$ cat src/hdl/cc_timer_pkg.sv
// Constants, register map and carrier types for the capture/compare timer.
// Assumes a 32-bit AXI4-Lite register bus and a single kernel clock.
package cc_timer_pkg;

  // ==========================================================================
  // Register byte offsets
  localparam logic [7:0] CONTROL_OFS  = 8'h00;
  localparam logic [7:0] IRQ_EN_OFS   = 8'h0C;
  localparam logic [7:0] STATUS_OFS   = 8'h10;
  localparam logic [7:0] EVENT_OFS    = 8'h14;
  localparam logic [7:0] MODE_OFS     = 8'h18;
  localparam logic [7:0] ENABLE_OFS   = 8'h20;
  localparam logic [7:0] COUNT_OFS    = 8'h24;
  localparam logic [7:0] PERIOD_OFS   = 8'h2C;
  localparam logic [7:0] CHANNEL_OFS  = 8'h34;
  localparam logic [7:0] FREEZE_OFS   = 8'h38;

  // ==========================================================================
  // Field positions
  localparam int RUN_BIT    = 0;   // control: counter_run_enable
  localparam int PPRE_BIT   = 7;   // control: period_preload_enable
  localparam int SCD_LSB    = 8;   // control: sample_clock_divide[1:0]
  localparam int CHIE_BIT   = 1;   // irq enable: channel_interrupt_enable
  localparam int UPD_BIT    = 0;   // status / event: update
  localparam int CHF_BIT    = 1;   // status / event: channel flag / sw event
  localparam int OVC_BIT    = 9;   // status: overcapture_flag
  localparam int DIR_LSB    = 0;   // mode: channel_direction_select[1:0]
  localparam int CPE_BIT    = 3;   // mode: compare_preload_enable
  localparam int ACT_LSB    = 4;   // mode: compare_action_code[2:0]
  localparam int DIV_LSB    = 2;   // mode (input): capture_divider_code[1:0]
  localparam int FLT_LSB    = 4;   // mode (input): input_filter_code[2:0]
  localparam int CHEN_BIT   = 0;   // enable: channel_enable_bit
  localparam int POL_BIT    = 1;   // enable: output / edge polarity
  localparam int POLX_BIT   = 3;   // enable: edge_polarity_aux_bit

  // ==========================================================================
  // Encodings and reset values
  localparam logic [1:0]  DIR_OUTPUT   = 2'h0;
  localparam logic [2:0]  ACT_FROZEN   = 3'h0;
  localparam logic [2:0]  ACT_SET      = 3'h1;
  localparam logic [2:0]  ACT_CLEAR    = 3'h2;
  localparam logic [2:0]  ACT_TOGGLE   = 3'h3;
  localparam logic [2:0]  ACT_FORCE_LO = 3'h4;
  localparam logic [2:0]  ACT_FORCE_HI = 3'h5;
  localparam logic [2:0]  ACT_PWM1     = 3'h6;
  localparam logic [2:0]  ACT_PWM2     = 3'h7;
  localparam logic [15:0] PERIOD_RST   = 16'hFFFF;
  localparam logic [1:0]  AXI_OKAY     = 2'h0;
  localparam logic [1:0]  AXI_SLVERR   = 2'h2;

  // AXI4-Lite channels grouped by direction
  typedef struct packed {
    logic [7:0]  awaddr;
    logic        awvalid;
    logic [31:0] wdata;
    logic [3:0]  wstrb;
    logic        wvalid;
    logic        bready;
    logic [7:0]  araddr;
    logic        arvalid;
    logic        rready;
  } axil_req_s;

  typedef struct packed {
    logic        awready;
    logic        wready;
    logic [1:0]  bresp;
    logic        bvalid;
    logic        arready;
    logic [31:0] rdata;
    logic [1:0]  rresp;
    logic        rvalid;
  } axil_rsp_s;

endpackage : cc_timer_pkg

$ cat src/hdl/cc_timer.sv
// Single-channel capture/compare timer with 16-bit upcounter, AXI4-Lite slave.
// Assumes in_pin is asynchronous, debug_halt comes from the core's clock domain.
module cc_timer (
  input  wire logic                  sys_clk,    // Kernel clock, 200 MHz
  input  wire logic                  sys_rst,    // Synchronous reset, active high
  input  wire logic                  clk_en,     // Freezes all state while low
  input  wire cc_timer_pkg::axil_req_s bus_req,  // AXI4-Lite request channels
  output      cc_timer_pkg::axil_rsp_s bus_rsp,  // AXI4-Lite response channels
  input  wire logic                  in_pin,     // channel_input, asynchronous
  input  wire logic                  debug_halt, // Core halted in debug
  output      logic                  out_pin,    // channel_output level
  output      logic                  out_oe_n,   // Low while out_pin is driven
  output      logic                  irq         // Channel interrupt request
);
  import cc_timer_pkg::*;

  // ==========================================================================
  // State
  typedef struct packed {
    logic [1:0]  in_sync;
    logic [3:0]  flt_cnt;
    logic        filtered;
    logic [1:0]  div_cnt;
    logic [1:0]  smp_cnt;
    logic [15:0] psc_cnt;
    logic [15:0] count;
    logic [15:0] psc_pre;
    logic [15:0] psc_sh;
    logic [15:0] period_pre;
    logic [15:0] period_sh;
    logic [15:0] value_pre;
    logic [15:0] value_sh;
    logic        ref_lvl;
    logic [9:0]  control;
    logic        irq_en;
    logic        chan_flag;
    logic        over_flag;
    logic        upd_flag;
    logic [6:0]  mode;
    logic [3:0]  enable;
    logic        freeze_sel;
    logic        aw_held;
    logic [7:0]  aw_addr;
    logic        w_held;
    logic [31:0] w_data;
    logic [3:0]  w_strb;
    logic        bvalid;
    logic [1:0]  bresp;
    logic        rvalid;
    logic [31:0] rdata;
    logic [1:0]  rresp;
  } state_s;

  state_s st;
  state_s next_st;

  // Required filter run length per code; 0 means no filter
  function automatic logic [3:0] filter_len(input logic [3:0] code);
    case (code)
      4'h0:    filter_len = 4'h1;
      4'h1:    filter_len = 4'h2;
      4'h2:    filter_len = 4'h4;
      4'h3:    filter_len = 4'h8;
      4'h4:    filter_len = 4'hA;
      4'h5:    filter_len = 4'hC;
      default: filter_len = 4'hF;
    endcase
  endfunction : filter_len

  // Byte-lane merge of a write into an existing word
  function automatic logic [31:0] merge(input logic [31:0] old, input logic [31:0] d,
                                        input logic [3:0] s);
    for (int i = 0; i < 4; i++) begin
      merge[i*8 +: 8] = s[i] ? d[i*8 +: 8] : old[i*8 +: 8];
    end
  endfunction : merge

  // ==========================================================================
  // Combinational next state
  logic        input_mode;
  logic        tick;
  logic        wrap;
  logic        update;
  logic        smp_stb;
  logic        edge_q;
  logic        capture;
  logic        match;
  logic        do_wr;
  logic        do_rd;
  logic [31:0] wv;
  logic [31:0] rd_word;
  logic        rd_ok;
  logic        wr_ok;
  logic        pwm1;
  logic [2:0]  act;
  logic [1:0]  scd;

  always_comb begin
    next_st    = st;
    input_mode = st.mode[DIR_LSB +: 2] != DIR_OUTPUT;
    act        = st.mode[ACT_LSB +: 3];
    scd        = st.control[SCD_LSB +: 2];
    do_wr      = st.aw_held && st.w_held && !st.bvalid;
    do_rd      = bus_req.arvalid && !st.rvalid;
    wv         = merge(32'h0, st.w_data, st.w_strb);
    wr_ok      = 1'b1;
    rd_ok      = 1'b1;
    rd_word    = 32'h0;

    // Input synchroniser; only the second stage is read
    next_st.in_sync = {st.in_sync[0], in_pin};

    // Sample strobe at 1, 2 or 4 kernel periods; 11 treated as 4
    smp_stb = 1'b0;
    next_st.smp_cnt = st.smp_cnt + 2'h1;
    if (scd == 2'h0) begin
      smp_stb = 1'b1;
    end else if (scd == 2'h1) begin
      smp_stb = st.smp_cnt[0];
    end else begin
      smp_stb = &st.smp_cnt;
    end

    // Filter: new level accepted after run of equal samples
    if (smp_stb) begin
      if (st.in_sync[1] == st.filtered) begin
        next_st.flt_cnt = 4'h0;
      end else if (st.flt_cnt + 4'h1 >= filter_len({1'b0, st.mode[FLT_LSB +: 3]})) begin
        next_st.filtered = st.in_sync[1];
        next_st.flt_cnt  = 4'h0;
      end else begin
        next_st.flt_cnt = st.flt_cnt + 4'h1;
      end
    end

    // Edge select: 00 rising, 01 falling, 11 both
    edge_q = 1'b0;
    if (next_st.filtered != st.filtered) begin
      if (st.enable[POL_BIT] && st.enable[POLX_BIT]) begin
        edge_q = 1'b1;
      end else if (st.enable[POL_BIT]) begin
        edge_q = !next_st.filtered;
      end else begin
        edge_q = next_st.filtered;
      end
    end

    // Capture divider by 1, 2 or 4 edges; 11 treated as 4
    capture = 1'b0;
    if (input_mode && st.enable[CHEN_BIT] && edge_q) begin
      next_st.div_cnt = st.div_cnt + 2'h1;
      case (st.mode[DIV_LSB +: 2])
        2'h0:    capture = 1'b1;
        2'h1:    capture = st.div_cnt[0];
        2'h2:    capture = &st.div_cnt;
        default: capture = &st.div_cnt;
      endcase
    end

    // Time base: prescaler then counter, halted by run bit or debug freeze
    tick = st.control[RUN_BIT] && !(debug_halt && st.freeze_sel);
    wrap = 1'b0;
    if (tick) begin
      if (st.psc_cnt >= st.psc_sh) begin
        next_st.psc_cnt = 16'h0;
        wrap = st.count >= st.period_sh;
        next_st.count = wrap ? 16'h0 : st.count + 16'h1;
      end else begin
        next_st.psc_cnt = st.psc_cnt + 16'h1;
      end
    end
    update = wrap || (do_wr && st.aw_addr == EVENT_OFS && wv[UPD_BIT]);
    if (update) begin
      next_st.psc_sh  = st.psc_pre;
      next_st.upd_flag = 1'b1;
      if (!wrap) begin
        next_st.count   = 16'h0;
        next_st.psc_cnt = 16'h0;
      end
      if (st.control[PPRE_BIT]) begin
        next_st.period_sh = st.period_pre;
      end
      if (!input_mode && st.mode[CPE_BIT]) begin
        next_st.value_sh = st.value_pre;
      end
    end
    if (!st.control[PPRE_BIT]) begin
      next_st.period_sh = st.period_pre;
    end
    if (!input_mode && !st.mode[CPE_BIT]) begin
      next_st.value_sh = st.value_pre;
    end

    // Compare match once per count step
    match = !input_mode && tick && st.psc_cnt >= st.psc_sh
            && st.count == st.value_sh;
    pwm1 = st.count < st.value_sh;
    case (act)
      ACT_SET:      if (match) next_st.ref_lvl = 1'b1;
      ACT_CLEAR:    if (match) next_st.ref_lvl = 1'b0;
      ACT_TOGGLE:   if (match) next_st.ref_lvl = !st.ref_lvl;
      ACT_FORCE_LO: next_st.ref_lvl = 1'b0;
      ACT_FORCE_HI: next_st.ref_lvl = 1'b1;
      ACT_PWM1:     next_st.ref_lvl = pwm1;
      ACT_PWM2:     next_st.ref_lvl = !pwm1;
      default:      next_st.ref_lvl = st.ref_lvl;
    endcase

    // Register reads
    if (do_rd) begin
      if (bus_req.araddr == CONTROL_OFS) begin
        rd_word[9:0] = st.control;
      end else if (bus_req.araddr == IRQ_EN_OFS) begin
        rd_word[CHIE_BIT] = st.irq_en;
      end else if (bus_req.araddr == STATUS_OFS) begin
        rd_word[UPD_BIT] = st.upd_flag;
        rd_word[CHF_BIT] = st.chan_flag;
        rd_word[OVC_BIT] = st.over_flag;
      end else if (bus_req.araddr == EVENT_OFS) begin
        rd_word = 32'h0;
      end else if (bus_req.araddr == MODE_OFS) begin
        rd_word[6:0] = st.mode;
      end else if (bus_req.araddr == ENABLE_OFS) begin
        rd_word[3:0] = st.enable;
      end else if (bus_req.araddr == COUNT_OFS) begin
        rd_word[15:0] = st.count;
      end else if (bus_req.araddr == PERIOD_OFS) begin
        rd_word[15:0] = st.period_pre;
      end else if (bus_req.araddr == CHANNEL_OFS) begin
        rd_word[15:0] = st.value_pre;
        if (input_mode) begin
          next_st.chan_flag = 1'b0;
        end
      end else if (bus_req.araddr == FREEZE_OFS) begin
        rd_word[0] = st.freeze_sel;
      end else begin
        rd_ok = 1'b0;
      end
      next_st.rvalid = 1'b1;
      next_st.rdata  = rd_word;
      next_st.rresp  = rd_ok ? AXI_OKAY : AXI_SLVERR;
    end
    if (st.rvalid && bus_req.rready) begin
      next_st.rvalid = 1'b0;
    end

    // Register writes, byte strobes honoured; irq enable and freeze bits take an unstrobed lane 0 as zero
    if (do_wr) begin
      if (st.aw_addr == CONTROL_OFS) begin
        next_st.control = 10'(merge({22'h0, st.control}, st.w_data, st.w_strb));
      end else if (st.aw_addr == IRQ_EN_OFS) begin
        next_st.irq_en = wv[CHIE_BIT];
      end else if (st.aw_addr == STATUS_OFS) begin
        if (st.w_strb[0] && !wv[UPD_BIT] && !wrap) next_st.upd_flag = 1'b0;
        if (st.w_strb[0] && !wv[CHF_BIT]) next_st.chan_flag = 1'b0;
        if (st.w_strb[1] && !wv[OVC_BIT]) next_st.over_flag = 1'b0;
      end else if (st.aw_addr == EVENT_OFS) begin
        wr_ok = 1'b1;
      end else if (st.aw_addr == MODE_OFS) begin
        next_st.mode = 7'(merge({25'h0, st.mode}, st.w_data, st.w_strb));
      end else if (st.aw_addr == ENABLE_OFS) begin
        next_st.enable = 4'(merge({28'h0, st.enable}, st.w_data, st.w_strb));
      end else if (st.aw_addr == COUNT_OFS) begin
        next_st.count = 16'(merge({16'h0, st.count}, st.w_data, st.w_strb));
      end else if (st.aw_addr == PERIOD_OFS) begin
        next_st.period_pre = 16'(merge({16'h0, st.period_pre}, st.w_data, st.w_strb));
      end else if (st.aw_addr == CHANNEL_OFS) begin
        if (!input_mode) begin
          next_st.value_pre = 16'(merge({16'h0, st.value_pre}, st.w_data, st.w_strb));
        end
      end else if (st.aw_addr == FREEZE_OFS) begin
        next_st.freeze_sel = wv[0];
      end else begin
        wr_ok = 1'b0;
      end
      next_st.aw_held = 1'b0;
      next_st.w_held  = 1'b0;
      next_st.bvalid  = 1'b1;
      next_st.bresp   = wr_ok ? AXI_OKAY : AXI_SLVERR;
    end
    if (st.bvalid && bus_req.bready) begin
      next_st.bvalid = 1'b0;
    end

    // Capture / software event / match set the channel flag; set beats clear
    if (capture || (do_wr && st.aw_addr == EVENT_OFS && wv[CHF_BIT] && input_mode)) begin
      next_st.value_sh  = st.count;
      next_st.value_pre = st.count;
      next_st.chan_flag = 1'b1;
      if (st.chan_flag) begin
        next_st.over_flag = 1'b1;
      end
    end
    if (match || (do_wr && st.aw_addr == EVENT_OFS && wv[CHF_BIT] && !input_mode)) begin
      next_st.chan_flag = 1'b1;
    end

    // Address and data accepted independently
    if (bus_req.awvalid && !st.aw_held) begin
      next_st.aw_held = 1'b1;
      next_st.aw_addr = bus_req.awaddr;
    end
    if (bus_req.wvalid && !st.w_held) begin
      next_st.w_held = 1'b1;
      next_st.w_data = bus_req.wdata;
      next_st.w_strb = bus_req.wstrb;
    end
  end

  // ==========================================================================
  // State register
  always_ff @(posedge sys_clk) begin
    if (sys_rst) begin
      st           <= '0;
      st.psc_pre   <= 16'h0;
      st.period_pre <= PERIOD_RST;
      st.period_sh <= PERIOD_RST;
    end else if (clk_en) begin
      st <= next_st;
    end
  end

  // ==========================================================================
  // Outputs
  always_comb begin
    bus_rsp         = '0;
    bus_rsp.awready = !st.aw_held;
    bus_rsp.wready  = !st.w_held;
    bus_rsp.bvalid  = st.bvalid;
    bus_rsp.bresp   = st.bresp;
    bus_rsp.arready = !st.rvalid;
    bus_rsp.rvalid  = st.rvalid;
    bus_rsp.rdata   = st.rdata;
    bus_rsp.rresp   = st.rresp;
  end
  assign out_pin  = st.ref_lvl ^ st.enable[POL_BIT];
  assign out_oe_n = !(st.enable[CHEN_BIT] && !input_mode);
  assign irq      = st.chan_flag && st.irq_en;

  // ==========================================================================
  // Checks
  overcap_set_a: assert property (@(posedge sys_clk) disable iff (sys_rst)
    clk_en && capture && st.chan_flag |=> st.over_flag)
    else $error("overcapture not flagged");
  capture_val_a: assert property (@(posedge sys_clk) disable iff (sys_rst)
    clk_en && capture |=> st.value_pre == $past(st.count) && st.chan_flag)
    else $error("capture value wrong");
  force_hi_a: assert property (@(posedge sys_clk) disable iff (sys_rst)
    clk_en && act == ACT_FORCE_HI |=> st.ref_lvl)
    else $error("force high failed");
  pol_out_a: assert property (@(posedge sys_clk) disable iff (sys_rst)
    out_pin == (st.ref_lvl ^ st.enable[POL_BIT]))
    else $error("output polarity wrong");
  oe_gate_a: assert property (@(posedge sys_clk) disable iff (sys_rst)
    !st.enable[CHEN_BIT] |-> out_oe_n)
    else $error("pin driven while disabled");
  wrap_a: assert property (@(posedge sys_clk) disable iff (sys_rst)
    clk_en && wrap |=> st.count == 16'h0 && st.upd_flag)
    else $error("counter did not wrap");
  no_cap_a: assert property (@(posedge sys_clk) disable iff (sys_rst)
    !st.enable[CHEN_BIT] |-> !capture)
    else $error("capture while disabled");
  pwm1_a: assert property (@(posedge sys_clk) disable iff (sys_rst)
    clk_en && act == ACT_PWM1 && st.value_sh == 16'h0 |=> !st.ref_lvl)
    else $error("pwm zero duty not low");
  irq_gate_a: assert property (@(posedge sys_clk) disable iff (sys_rst)
    irq |-> st.irq_en && st.chan_flag)
    else $error("irq without enable");
  halt_freeze_a: assert property (@(posedge sys_clk) disable iff (sys_rst)
    clk_en && debug_halt && st.freeze_sel && !do_wr |=> st.count == $past(st.count))
    else $error("count moved in debug halt");

endmodule : cc_timer

$ cat config.mk
export PLATFORM = sky130hd
export DESIGN_NAME = cc_timer
export DESIGN_NICKNAME = d
export VERILOG_FILES = /design/src/hdl/cc_timer_pkg.sv /design/src/hdl/cc_timer.sv
export SDC_FILE = /design/constraint.sdc
export NUM_CORES = 1
export LEC_CHECK = 0
export ABC_AREA = 1
export BUFFER_PORTS_ARGS = -buffer_cell sky130_fd_sc_hd__buf_2
export CAP_MARGIN = 20
export CORE_MARGIN = 2
export CORE_UTILIZATION = 40
export DETAILED_ROUTE_END_ITERATION = 12
export HOLD_SLACK_MARGIN = 0.1
export PLACE_DENSITY = 0.63
export SLEW_MARGIN = 20
export SYNTH_ARGS = -nofsm -noshare
export SYNTH_HDL_FRONTEND = slang
export SYNTH_SLANG_ARGS = --single-unit
$ cat constraint.sdc
create_clock -name sys_clk -period 3.52 [get_ports sys_clk]
set_clock_uncertainty 0.1 [all_clocks]
set_input_delay 0.352 -clock sys_clk [delete_from_list [all_inputs] [get_ports sys_clk]]
set_output_delay 0.352 -clock sys_clk [all_outputs]
set_load 0.01 [all_outputs]
* After elaboration in Yosys (flattened, before gate mapping)
Index checks and enable logic that the tools add are counted.
Storage, ports and cells: register bits 218, bits of input ports 62, output and inout bits 44
Cells by class: $add $sub $neg 5, order comparisons 4, equal/unequal tests 45, multiplexer cells 148, bitwise gates (word level) 10, reduce and logical (&&, ||, !) cells 90
Operators with widths (count):
- 16-bit two-way mux | 38
- 32-bit two-way mux | 4
- 8-bit by 6-bit == test with 1-bit output, second input constant | 10
- 1-bit two-way mux | 66
- 8-bit by 5-bit == test with 1-bit output, second input constant | 6
- 12-bit two-way mux | 4
- 15-bit two-way mux | 3
- 37-bit two-way mux | 1
- 35-bit two-way mux | 1
- 16-bit by 1-bit adder with 16-bit output, second input constant | 2
- 2-bit AND reduction | 15
- 1-bit logical AND | 28
- 4-bit two-way mux | 7
- 7-bit two-way mux | 4
- 13-bit AND reduction | 2
- 4-bit one-hot mux with 6 select lines | 1
- 22-bit two-way mux | 1
- 11-bit AND reduction | 2
- 2-bit by 1-bit != test with 1-bit output, second input constant | 10
- 9-bit two-way mux | 2
- 9-bit != test, second input constant | 2
- 2-bit nonzero test | 9
- 16-bit == test | 1
- 8-bit by 4-bit == test with 1-bit output, second input constant | 2
- 37 further kinds | 81

* Longest topological paths before layout
Gate-level depths: netlist (run 1).
word-level depth 21, mapped depth 23, mapped depth without buffers 21

* Worst setup path after synthesis (run 1)
OpenSTA, ideal clock, no wires.
kind register to register, start point register st (netlist bit act[0]), end point register st[141] in the netlist's numbering, library setup time 0.113 ns, data arrival time 2.463 ns, required time 3.307 ns, path slack 0.844 ns, stages on the path, launching flop included 23, cells stage by stage dfxtp_1 -> inv_1 -> nor2_1 -> inv_1 -> a22o_1 -> ha_1 -> nand2_1 -> nand2_1 -> nand2_1 -> nand3_1 -> nand2_1 -> nand2_1 -> nand3_1 -> nand2_1 -> nand3_2 -> buf_2 -> nand3_1 -> nand2_1 -> nor2_4 -> buf_6 -> nand2_1 -> nand2_1 -> nor2_1
On the way: cells in the longest elaborated chain, start to end 17
RTL lines:
- start, declared | line cc_timer.sv:54 | state_s st;
- start signal, assigned | line cc_timer.sv:319 | st <= next_st;
- 3-bit == test, or another cell as far along | line cc_timer.sv:59 | case (code)
- 4-bit one-hot mux with 6 select lines * | line cc_timer.sv:59
- 4-bit two-way mux * | line cc_timer.sv:126 | if (st.in_sync[1] == st.filtered) begin
- 4-bit two-way mux * | line cc_timer.sv:125 | if (smp_stb) begin
- 4-bit greater-or-equal comparator * | line cc_timer.sv:128 | end else if (st.flt_cnt + 4'h1 >= filter_len({1'b0, st.mode[FLT_LSB +: 3]})) begin
- 1-bit two-way mux * | line cc_timer.sv:128
- 1-bit two-way mux * | line cc_timer.sv:126
- 1-bit two-way mux * | line cc_timer.sv:125
- 1-bit logical NOT | line cc_timer.sv:142 | edge_q = !next_st.filtered;
- 1-bit two-way mux | line cc_timer.sv:141 | end else if (st.enable[POL_BIT]) begin
- 1-bit two-way mux | line cc_timer.sv:139 | if (st.enable[POL_BIT] && st.enable[POLX_BIT]) begin
- 1-bit two-way mux * | line cc_timer.sv:138 | if (next_st.filtered != st.filtered) begin
- 1-bit logical AND * | line cc_timer.sv:150 | if (input_mode && st.enable[CHEN_BIT] && edge_q) begin
- 1-bit two-way mux * | line cc_timer.sv:150
- 1-bit logical OR * | line cc_timer.sv:286 | if (capture || (do_wr && st.aw_addr == EVENT_OFS && wv[CHF_BIT] && input_mode)) begin
- 2-bit by 1-bit != test with 1-bit output (no source line) / 2-bit nonzero test (equally long branches)
- 13-bit AND reduction (no source line)
Every way passes the cells marked *; elsewhere a longest branch is shown, timed or not. The select of a mux whose other input is x is not followed. A chain may end at the register's enable or synchronous reset.

* Final worst setup path (run 1)
start point register st (netlist bit act[0]), end point register st[120] in the netlist's numbering
On the way: cells in the longest elaborated chain, start to end 17
RTL lines (line):
- 3-bit == test, or another cell as far along | cc_timer.sv:59
- 4-bit one-hot mux with 6 select lines * | cc_timer.sv:59
- 4-bit two-way mux * | cc_timer.sv:126
- 4-bit two-way mux * | cc_timer.sv:125
- 4-bit greater-or-equal comparator * | cc_timer.sv:128
- 1-bit two-way mux * | cc_timer.sv:128
- 1-bit two-way mux * | cc_timer.sv:126
- 1-bit two-way mux * | cc_timer.sv:125
- 1-bit logical NOT | cc_timer.sv:142
- 1-bit two-way mux | cc_timer.sv:141
- 1-bit two-way mux | cc_timer.sv:139
- 1-bit two-way mux * | cc_timer.sv:138
- 1-bit logical AND * | cc_timer.sv:150
- 1-bit two-way mux * | cc_timer.sv:150
- 1-bit logical OR * | cc_timer.sv:286
- 3-bit nonzero test (no source line)
- 3-bit AND reduction (no source line)
Marks and branches as above.

==> results of run 1 <==
## timing repair
action / 4_1_cts / 5_1_grt
setup buffers: 0 / 2
resized for setup: 0 / 2
endpoints found under the setup margin: 0 / 32
hold buffers: 15 / 0
hold endpoints to repair: 15 / 0
## tightest hold or removal path, stage by stage
cell     delay [ns]
buf_2          0.07
o21ai_0        0.07
a21oi_1        0.10
## cell usage after synthesis (3+ instances only)
cell	instances
nand3_1	64
xnor2_1	4
nor2_1	137
nand4_1	12
ha_1	40
nor4_1	3
nor3_1	20
buf_6	4
inv_1	158
o2111ai_1	3
nand3_2	3
buf_4	39
xor2_1	8
nand2_1	289
dfxtp_1	166
buf_2	11
a21oi_1	131
nor3_2	3
a211oi_1	5
inv_2	7
o21ai_0	135
a31oi_1	3
o211ai_1	34
clkbuf_1	37
## cells by family (layout without fill, tap and decap cells)
family	after synthesis	after routing	share of synthesized area, %
simple gates	542	542	24.9
compound gates	324	324	19.4
flops	166	166	36.3
xor+xnor	12	12	1.15
fa+ha+maj	40	40	5.47
buf+inv	260	314	12.7
other cells	1	18	0.0410
## per-stage QoR
| step | cell area, µm² | hold WS [ns] | total power, µW | std cells | util [%] |
|---|---|---|---|---|---|
| floorplan | 9220 | 0.327 | 2370 | 1362 | - |
| global placement | 9610 | 0.336 | 2500 | 1654 | 42.6 |
| detailed placement | 9610 | 0.347 | 2510 | 1654 | 42.6 |
| CTS | 10300 | 0.102 | 4400 | 1699 | 45.8 |
| global route | 10400 | 0.126 | 4550 | 1701 | 46.0 |
| finish | 10400 | 0.104 | 4390 | 1701 | 46.0 |
## per-layer routing
layer  vias to the layer above  GRT usage (%)  share of wire, %
li1                       4479              -                 -
met2                       270           38.6                47
met5                         -              0                 0
met1                      4144           30.8                45
met3                        53           3.20               5.8
met4                         0           7.91               2.5
## where the power goes
part	switching, µW	internal (µW)	total [µW]
Clock	791	1110	1900
Combinational	318	172	491
Sequential	53.2	1940	2000
Total	1160	3230	4390
## state kept, by name, indices dropped and copies added, names as in the netlist
name     count
bus_rsp     20
scd          2
next_st      1
st         140
act          3
## layout make-up
cell class | count | area, µm² | share of cell area, %
Multi-Input combinational cell | 936 | 4730 | 45.5
Inverter | 167 | 628 | 6.04
Tap cell | 285 | 357 | 3.43
Timing Repair Buffer | 117 | 772 | 7.43
Clock inverter | 12 | 156 | 1.51
Sequential cell | 166 | 3320 | 32.0
Clock buffer | 18 | 429 | 4.13
## path summary, 6_finish.rpt
kind / cells past startpoint / endpoint / slack (ns)
setup reg to reg: 20 / st[120] / 0.23
setup / recovery: 20 / st[120] / 0.23
hold reg to reg: 2 / st[242] / 0.35
hold / removal: 3 / st[55] / 0.10
==> reports/results.ini, run 1 <==
[run_status]
status=complete, no violations

[final_layout]
final_common_cell=nand2_1
area_growth_pct=13.5
nets=1507
diodes=0
fillerInstances=2296
mostFrequentLayoutCells=nand2_1 (289), dfxtp_1 (166), inv_1 (157), nor2_1 (137), o21ai_0 (134)
drive_above_1_share_pct=10.9

[synthesis]
netlist_area_um2=9150
synthCells=1345
synth_top_cell_area_share_pct=36.3
synth_edf_count=0
synth_seq_cells=166
seq_area_frac_synth_pct=36.3
synth_area_leaders=dfxtp_1 (36%), nand2_1 (12%), o21ai_0 (7.4%), a21oi_1 (7.2%), inv_1 (6.5%)
synth_cell_types=46
synth_area_leader_cell=dfxtp_1
postSynth.asyncResetShare_pct=0
avgSynthCellArea_um2=6.80
yosysWarnings=0
synthFlopType=dfxtp_1

[setup_path]
cp_top_family=simple AND/OR/NAND/NOR gates
slowest_delay_ns=0.42
path_cells=inv_1, nor2_1, inv_1, a22o_1, ha_1, nand2_1, nand2_1, nand2_1, nand3_1, nand2_1, nand2_1, nand3_1, nand2_1, nand3_2, nand2_1, buf_4, nand2_1, o21ai_1, nor2_1, nor2_1
crit_arrival_ns=3.56
crit_top_cell=nand2_1
worstSetupStartpoint=act[0]
worst-endpoint-required_ns=3.79
cp_num_buf_inv=3
r2r-start=act[0]
slowest_stage=dfxtp_1
endpoint_kind=flip-flop
crit_type=reg2reg
cp-start-kind=flip-flop
crit_fanout=15

[floorplanning]
ios=106
die_w_um=155
die_h_um=155
start_util_pct=40.5
coreArea_um2=22600
die-area_um2=24100
rows=55

[timing]
drv_slew=0
finalHoldViolCount=0
setup_violations=0
setup_tns_ns=0
fmax_ghz=0.304
maxSlewHeadroom_pct=39.2
fin_crit_ns=3.29
fin_ws_ns=0.227
tightestPinTransition_ns=0.906
timing.final.crit_share_pct=93.5

[placement]
place_ws_ns=0.221
port_buffers=69
dp_hpwl_mm=20.0
routabilityCongestion=0.922

[routing]
drtIter0Drc=687
wirelength_mm=27.7
avgViaCountPerCell=5.26
drtPass1Iterations=5
wl_per_cell_um=16.3
vias=8946
final_antenna_net_count=0
drc_errors=0

[global_routing]
grt_max_degree=34
groute.usage.overall_pct=23.1
antenna_found_initial=0
grt_pass1_wl_mm=43.5
grt_overflow=0
grt_pass1_vias=8218

[clock_network]
clk_latency_ns=0.43
clk_pin_slew_ns=0.06
cts_inserted_buffers=17
clkSinkCount=166
htreeDepth=4
tritoncts=built
clock_path_buffers=2
root_buffer=clkbuf_16

[power_and_ir_drop]
p_leak_uw=0.00477
powerDensity_nw_per_um2=422
irDropWorstVdd_mv=0.359

[worst_hold_path]
hp-class=in2reg
worstHoldStart=bus_req[29]

[flow_run]
drv_cap=0

Power figures use the tool's default switching activity.
==> run 2, diff against run 1 <==
- GPL_TIMING_DRIVEN: default -> 0
- SKIP_CTS_REPAIR_TIMING: default -> 1
==> run 2 against run 1 <==
Design area rose by 2.0%. Flip-flop and latch count unchanged. Largest power group unchanged. Critical endpoint is now st[119]. Global-route usage rose by 3.1 points. Critical path type unchanged. Worst hold slack got worse by 0.041 ns.
==> reports/results.ini, run 2 (synthesized netlist as in run 1, its figures left out) <==
[placement]
dp_hpwl_mm=23.6
port_buffers=68
routabilityCongestion=0.999

[power_and_ir_drop]
seq_power_share_pct=44.7
p_leak_uw=0.00493
p_comb_share_pct=11.4
powerDensity_nw_per_um2=425
p_sw_share_pct=29.9
p_int_uw=3160
power.switching_uw=1350
pwr-share-clk_pct=43.9
fin_total_pwr_uw=4510
irDropWorstVdd_mv=0.357

[routing]
wirelength_mm=31.4
drc_errors=0
final_antenna_net_count=0
wl_per_cell_um=17.9
drtPass1Iterations=5
vias=9332
drtIter0Drc=841
avgViaCountPerCell=5.32

[global_routing]
grt_pass1_vias=8538
grt_pass1_wl_mm=47.9
antenna_found_initial=0
grt_overflow=0
groute.usage.overall_pct=26.2
grt_max_degree=20

[timing]
fmax_ghz=0.301
timing.final.crit_share_pct=94.3
tightestPinTransition_ns=1.03
drv_slew=0
finalHoldViolCount=0
maxSlewHeadroom_pct=31.1
holdWs_ns=0.0633
setup_violations=0
setup_tns_ns=0
fin_crit_ns=3.32
rsz0062_at_grt=no

[clock_network]
clk_pin_slew_ns=0.08
clock_path_buffers=2
clk_latency_ns=0.45
cts_inserted_buffers=17
clkSinkCount=166
tritoncts=built
root_buffer=clkbuf_16
htreeDepth=4

[flow_run]
drv_cap=0

[setup_path]
endpoint_kind=flip-flop
crit_fanout=10
crit_type=reg2reg
crit_arrival_ns=3.56
worst-endpoint-required_ns=3.76
cp-start-kind=flip-flop

[final_layout]
area_growth_pct=15.9
final_common_cell=nand2_1
nets=1557
diodes=0
largest_reg_flops=140
fillerInstances=2376
drive_above_1_share_pct=12.3
fin_util_pct=47.0
top_register=st
mostFrequentLayoutCells=nand2_1 (288), dfxtp_1 (166), inv_1 (158), nor2_1 (137), o21ai_0 (135)

[floorplanning]
die_w_um=155
rows=55
ios=106
start_util_pct=40.5
die-area_um2=24100
coreArea_um2=22600
die_h_um=155

[run_status]
status=complete, no violations

[worst_hold_path]
hp-class=in2reg

-- run 2: cell types whose count changed in the layout (fill, tap and decap cells not counted), moves of 3 or more --
cell | before | now
clkbuf_1 | 1 | 36
buf_2 | 69 | 79
buf_4 | 30 | 40
dlygate4sd3_1 | 15 | 5
clkinv_8 | 0 | 6
clkinvlp_4 | 4 | 0
inv_6 | 1 | 5
buf_6 | 1 | 4
clkinv_2 | 3 | 0
inv_8 | 0 | 3
-- run 2: worst max-delay path, cell delays in order (launching register included) --
cell and delay [ns]:
dfxtp_1 0.42, inv_1 0.11, nor2_1 0.13, inv_1 0.06, a22o_1 0.22, ha_1 0.30
nand2_1 0.05, nand2_1 0.05, nand2_1 0.04, nand3_1 0.14, nand2_1 0.14, nand2_1 0.11
nand3_1 0.08, nand2_1 0.11, nand3_2 0.14, nand2_2 0.17, inv_2 0.08, nand2_1 0.07
nand2_1 0.16, buf_2 0.27, nor2_1 0.17, nor2_1 0.07
-- run 2: final cells by class --
cell class / count / area [µm²] / share of cell area [%]
Multi-Input combinational cell: 936 / 4730 / 44.6
Sequential cell: 166 / 3320 / 31.3
Buffer: 93 / 541 / 5.10
Clock buffer: 17 / 425 / 4.01
Inverter: 167 / 627 / 5.91
Timing Repair Buffer: 74 / 398 / 3.75
Clock inverter: 15 / 205 / 1.94
Tap cell: 285 / 357 / 3.36
-- run 2: per-stage QoR --
| stage | area, µm² | setup slack [ns] | cells |
|---|---|---|---|
| global placement | 9910 | 0.0939 | 1715 |
| floorplan | 9220 | 0.844 | 1362 |
| finish | 10600 | 0.202 | 1753 |
| global route | 10600 | 0.00236 | 1753 |
| CTS | 10500 | 0.0204 | 1747 |
| detailed placement | 9910 | 0.0481 | 1715 |
-- run 2: power by group through the flow --
stage / sequential (µW) / clock (µW) / combinational [µW]
2_1_floorplan: 2020 / 0 / 345
3_3_place_gp: 2050 / 0 / 494
3_5_place_dp: 2050 / 0 / 500
4_1_cts: 2010 / 1990 / 503
5_1_grt: 2020 / 2080 / 577
6_report: 2010 / 1980 / 512
-- run 2: routing by layer --
metal	part of all wire, %	wire length (µm)	global-route usage [%]
met5	0	0	0
met3	7.2	2250	3.98
met1	42	13300	33.8
met2	47	14700	44.1
met4	3.8	1210	10.4
-- run 2: worst paths after layout --
| check | to | cells after the start | from | slack (ns) |
|---|---|---|---|---|
| max | st[119] | 21 | act[0] | 0.20 |
| min | st[82] | 3 | bus_req[56] | 0.06 |
| max reg2reg | st[119] | 21 | act[0] | 0.20 |
| min reg2reg | st[242] | 2 | st[242] | 0.36 |
==> run 3, diff against run 2 <==
- clock period: 3.52 -> 3.7 ns (I/O delays scaled with it)
==> run 3 against run 2 <==
Core utilization shrank 0.13 points. Largest cell class unchanged. Flip-flop and latch count is the same. Critical path type unchanged. Total power shrank 4.9%. Cell count shrank 0.17%.
==> reports/results.ini, run 3 (synthesized netlist as in run 1, its figures left out) <==
[setup_path]
endpoint_kind=flip-flop
crit_type=reg2reg
cp_top_family=simple AND/OR/NAND/NOR gates
crit_top_cell=nand2_1
path_cells=inv_1, nor2_1, inv_1, a22o_1, ha_1, nand2_1, nand2_1, nand2_1, nand3_1, nand2_1, nand2_1, nand3_1, nand2_1, nand3_2, nand2_1, inv_2, nand2_1, nand2_1, buf_2, nor2_1, nor2_1
cp-start-kind=flip-flop
crit_fanout=10
slowest_delay_ns=0.42
crit_arrival_ns=3.61
worst-endpoint-required_ns=3.94
cp_num_buf_inv=4
slowest_stage=dfxtp_1

[timing]
maxSlewHeadroom_pct=31.1
timing.final.crit_share_pct=91.2
fin_crit_ns=3.37
drv_slew=0
setup_tns_ns=0
fmax_ghz=0.296
finalHoldViolCount=0
rsz0062_at_grt=no
setup_violations=0
tightestPinTransition_ns=1.03

[final_layout]
fin_util_pct=46.8
fillerInstances=2379
area_growth_pct=15.5
diodes=0
top_register=st
mostFrequentLayoutCells=nand2_1 (289), dfxtp_1 (166), inv_1 (158), nor2_1 (137), o21ai_0 (135)
drive_above_1_share_pct=12.2
largest_reg_flops=140
nets=1554
final_common_cell=nand2_1

[global_routing]
grt_max_degree=20
grt_overflow=0
grt_pass1_vias=8538
grt_pass1_wl_mm=47.9
groute.usage.overall_pct=26.2
antenna_found_initial=0

[floorplanning]
coreArea_um2=22600
die_w_um=155
ios=106
start_util_pct=40.5
rows=55
die-area_um2=24100
die_h_um=155

[power_and_ir_drop]
p_comb_share_pct=11.3
p_leak_uw=0.00491
power.switching_uw=1280
p_sw_share_pct=29.8
irDropWorstVdd_mv=0.335
seq_power_share_pct=44.7
p_int_uw=3010
pwr-share-clk_pct=43.9
powerDensity_nw_per_um2=405

[clock_network]
root_buffer=clkbuf_16
cts_inserted_buffers=17
clk_latency_ns=0.45
tritoncts=built
clk_pin_slew_ns=0.08
htreeDepth=4
clkSinkCount=166
clock_path_buffers=2

[routing]
drtPass1Iterations=5
final_antenna_net_count=0
drtIter0Drc=881
avgViaCountPerCell=5.32
wirelength_mm=31.3
vias=9316
wl_per_cell_um=17.9
drc_errors=0

[worst_hold_path]
hp-class=in2reg

[placement]
port_buffers=68
routabilityCongestion=0.999
dp_hpwl_mm=23.6

[run_status]
status=complete, no violations

[flow_run]
drv_cap=0

[run 3: final timing paths]
| check | slack (ns) | cells past startpoint | endpoint | startpoint |
|---|---|---|---|---|
| max reg2reg | 0.33 | 21 | st[119] | act[0] |
| min reg2reg | 0.36 | 2 | st[242] | st[242] |
| min | 0.08 | 3 | st[75] | bus_req[49] |
| max | 0.33 | 21 | st[119] | act[0] |
[run 3: worst register-to-register path, stage by stage, from the launching register on]
cell and delay [ns]:
dfxtp_1 0.42, inv_1 0.11, nor2_1 0.13, inv_1 0.06, a22o_1 0.22, ha_1 0.29
nand2_1 0.05, nand2_1 0.05, nand2_1 0.05, nand3_1 0.15, nand2_1 0.15, nand2_1 0.11
nand3_1 0.08, nand2_1 0.11, nand3_2 0.13, nand2_1 0.23, inv_2 0.10, nand2_1 0.07
nand2_1 0.16, buf_2 0.27, nor2_1 0.17, nor2_1 0.07
[run 3: per-stage QoR]
step	instance area [µm²]	cells	setup slack, ns	power, µW	hold slack [ns]
after floorplan	9220	1362	1.02	2250	0.327
after CTS	10500	1747	0.200	4290	0.0415
after global placement	9910	1715	0.274	2420	0.339
after global routing	10600	1750	0.109	4440	0.104
final	10600	1750	0.326	4280	0.0798
after detailed placement	9910	1715	0.228	2430	0.347
[run 3: per-layer routing]
metal	track usage (%)	part of all wire, %	vias to the layer above
li1	-	-	4582
met1	33.8	43	4290
met2	44.1	47	369
met3	3.98	6.7	75
met4	10.4	3.6	0
met5	0	0	-
[run 3: power by group through the flow]
stage	sequential, µW	clock (µW)	combinational [µW]
floorplan	1930	0	328
global placement	1950	0	470
detailed placement	1950	0	476
CTS	1910	1900	478
global route	1920	1970	547
finish	1920	1880	485
[run 3: cell type report]
cell class / instances / area (µm²) / share of cell area, %
timing repair buffer: 71 / 370 / 3.50
clock inverter: 15 / 205 / 1.94
sequential: 166 / 3320 / 31.4
buffer: 93 / 541 / 5.11
multi-input combinational: 936 / 4730 / 44.7
tap: 285 / 357 / 3.37
clock buffer: 17 / 425 / 4.02
inverter: 167 / 627 / 5.93
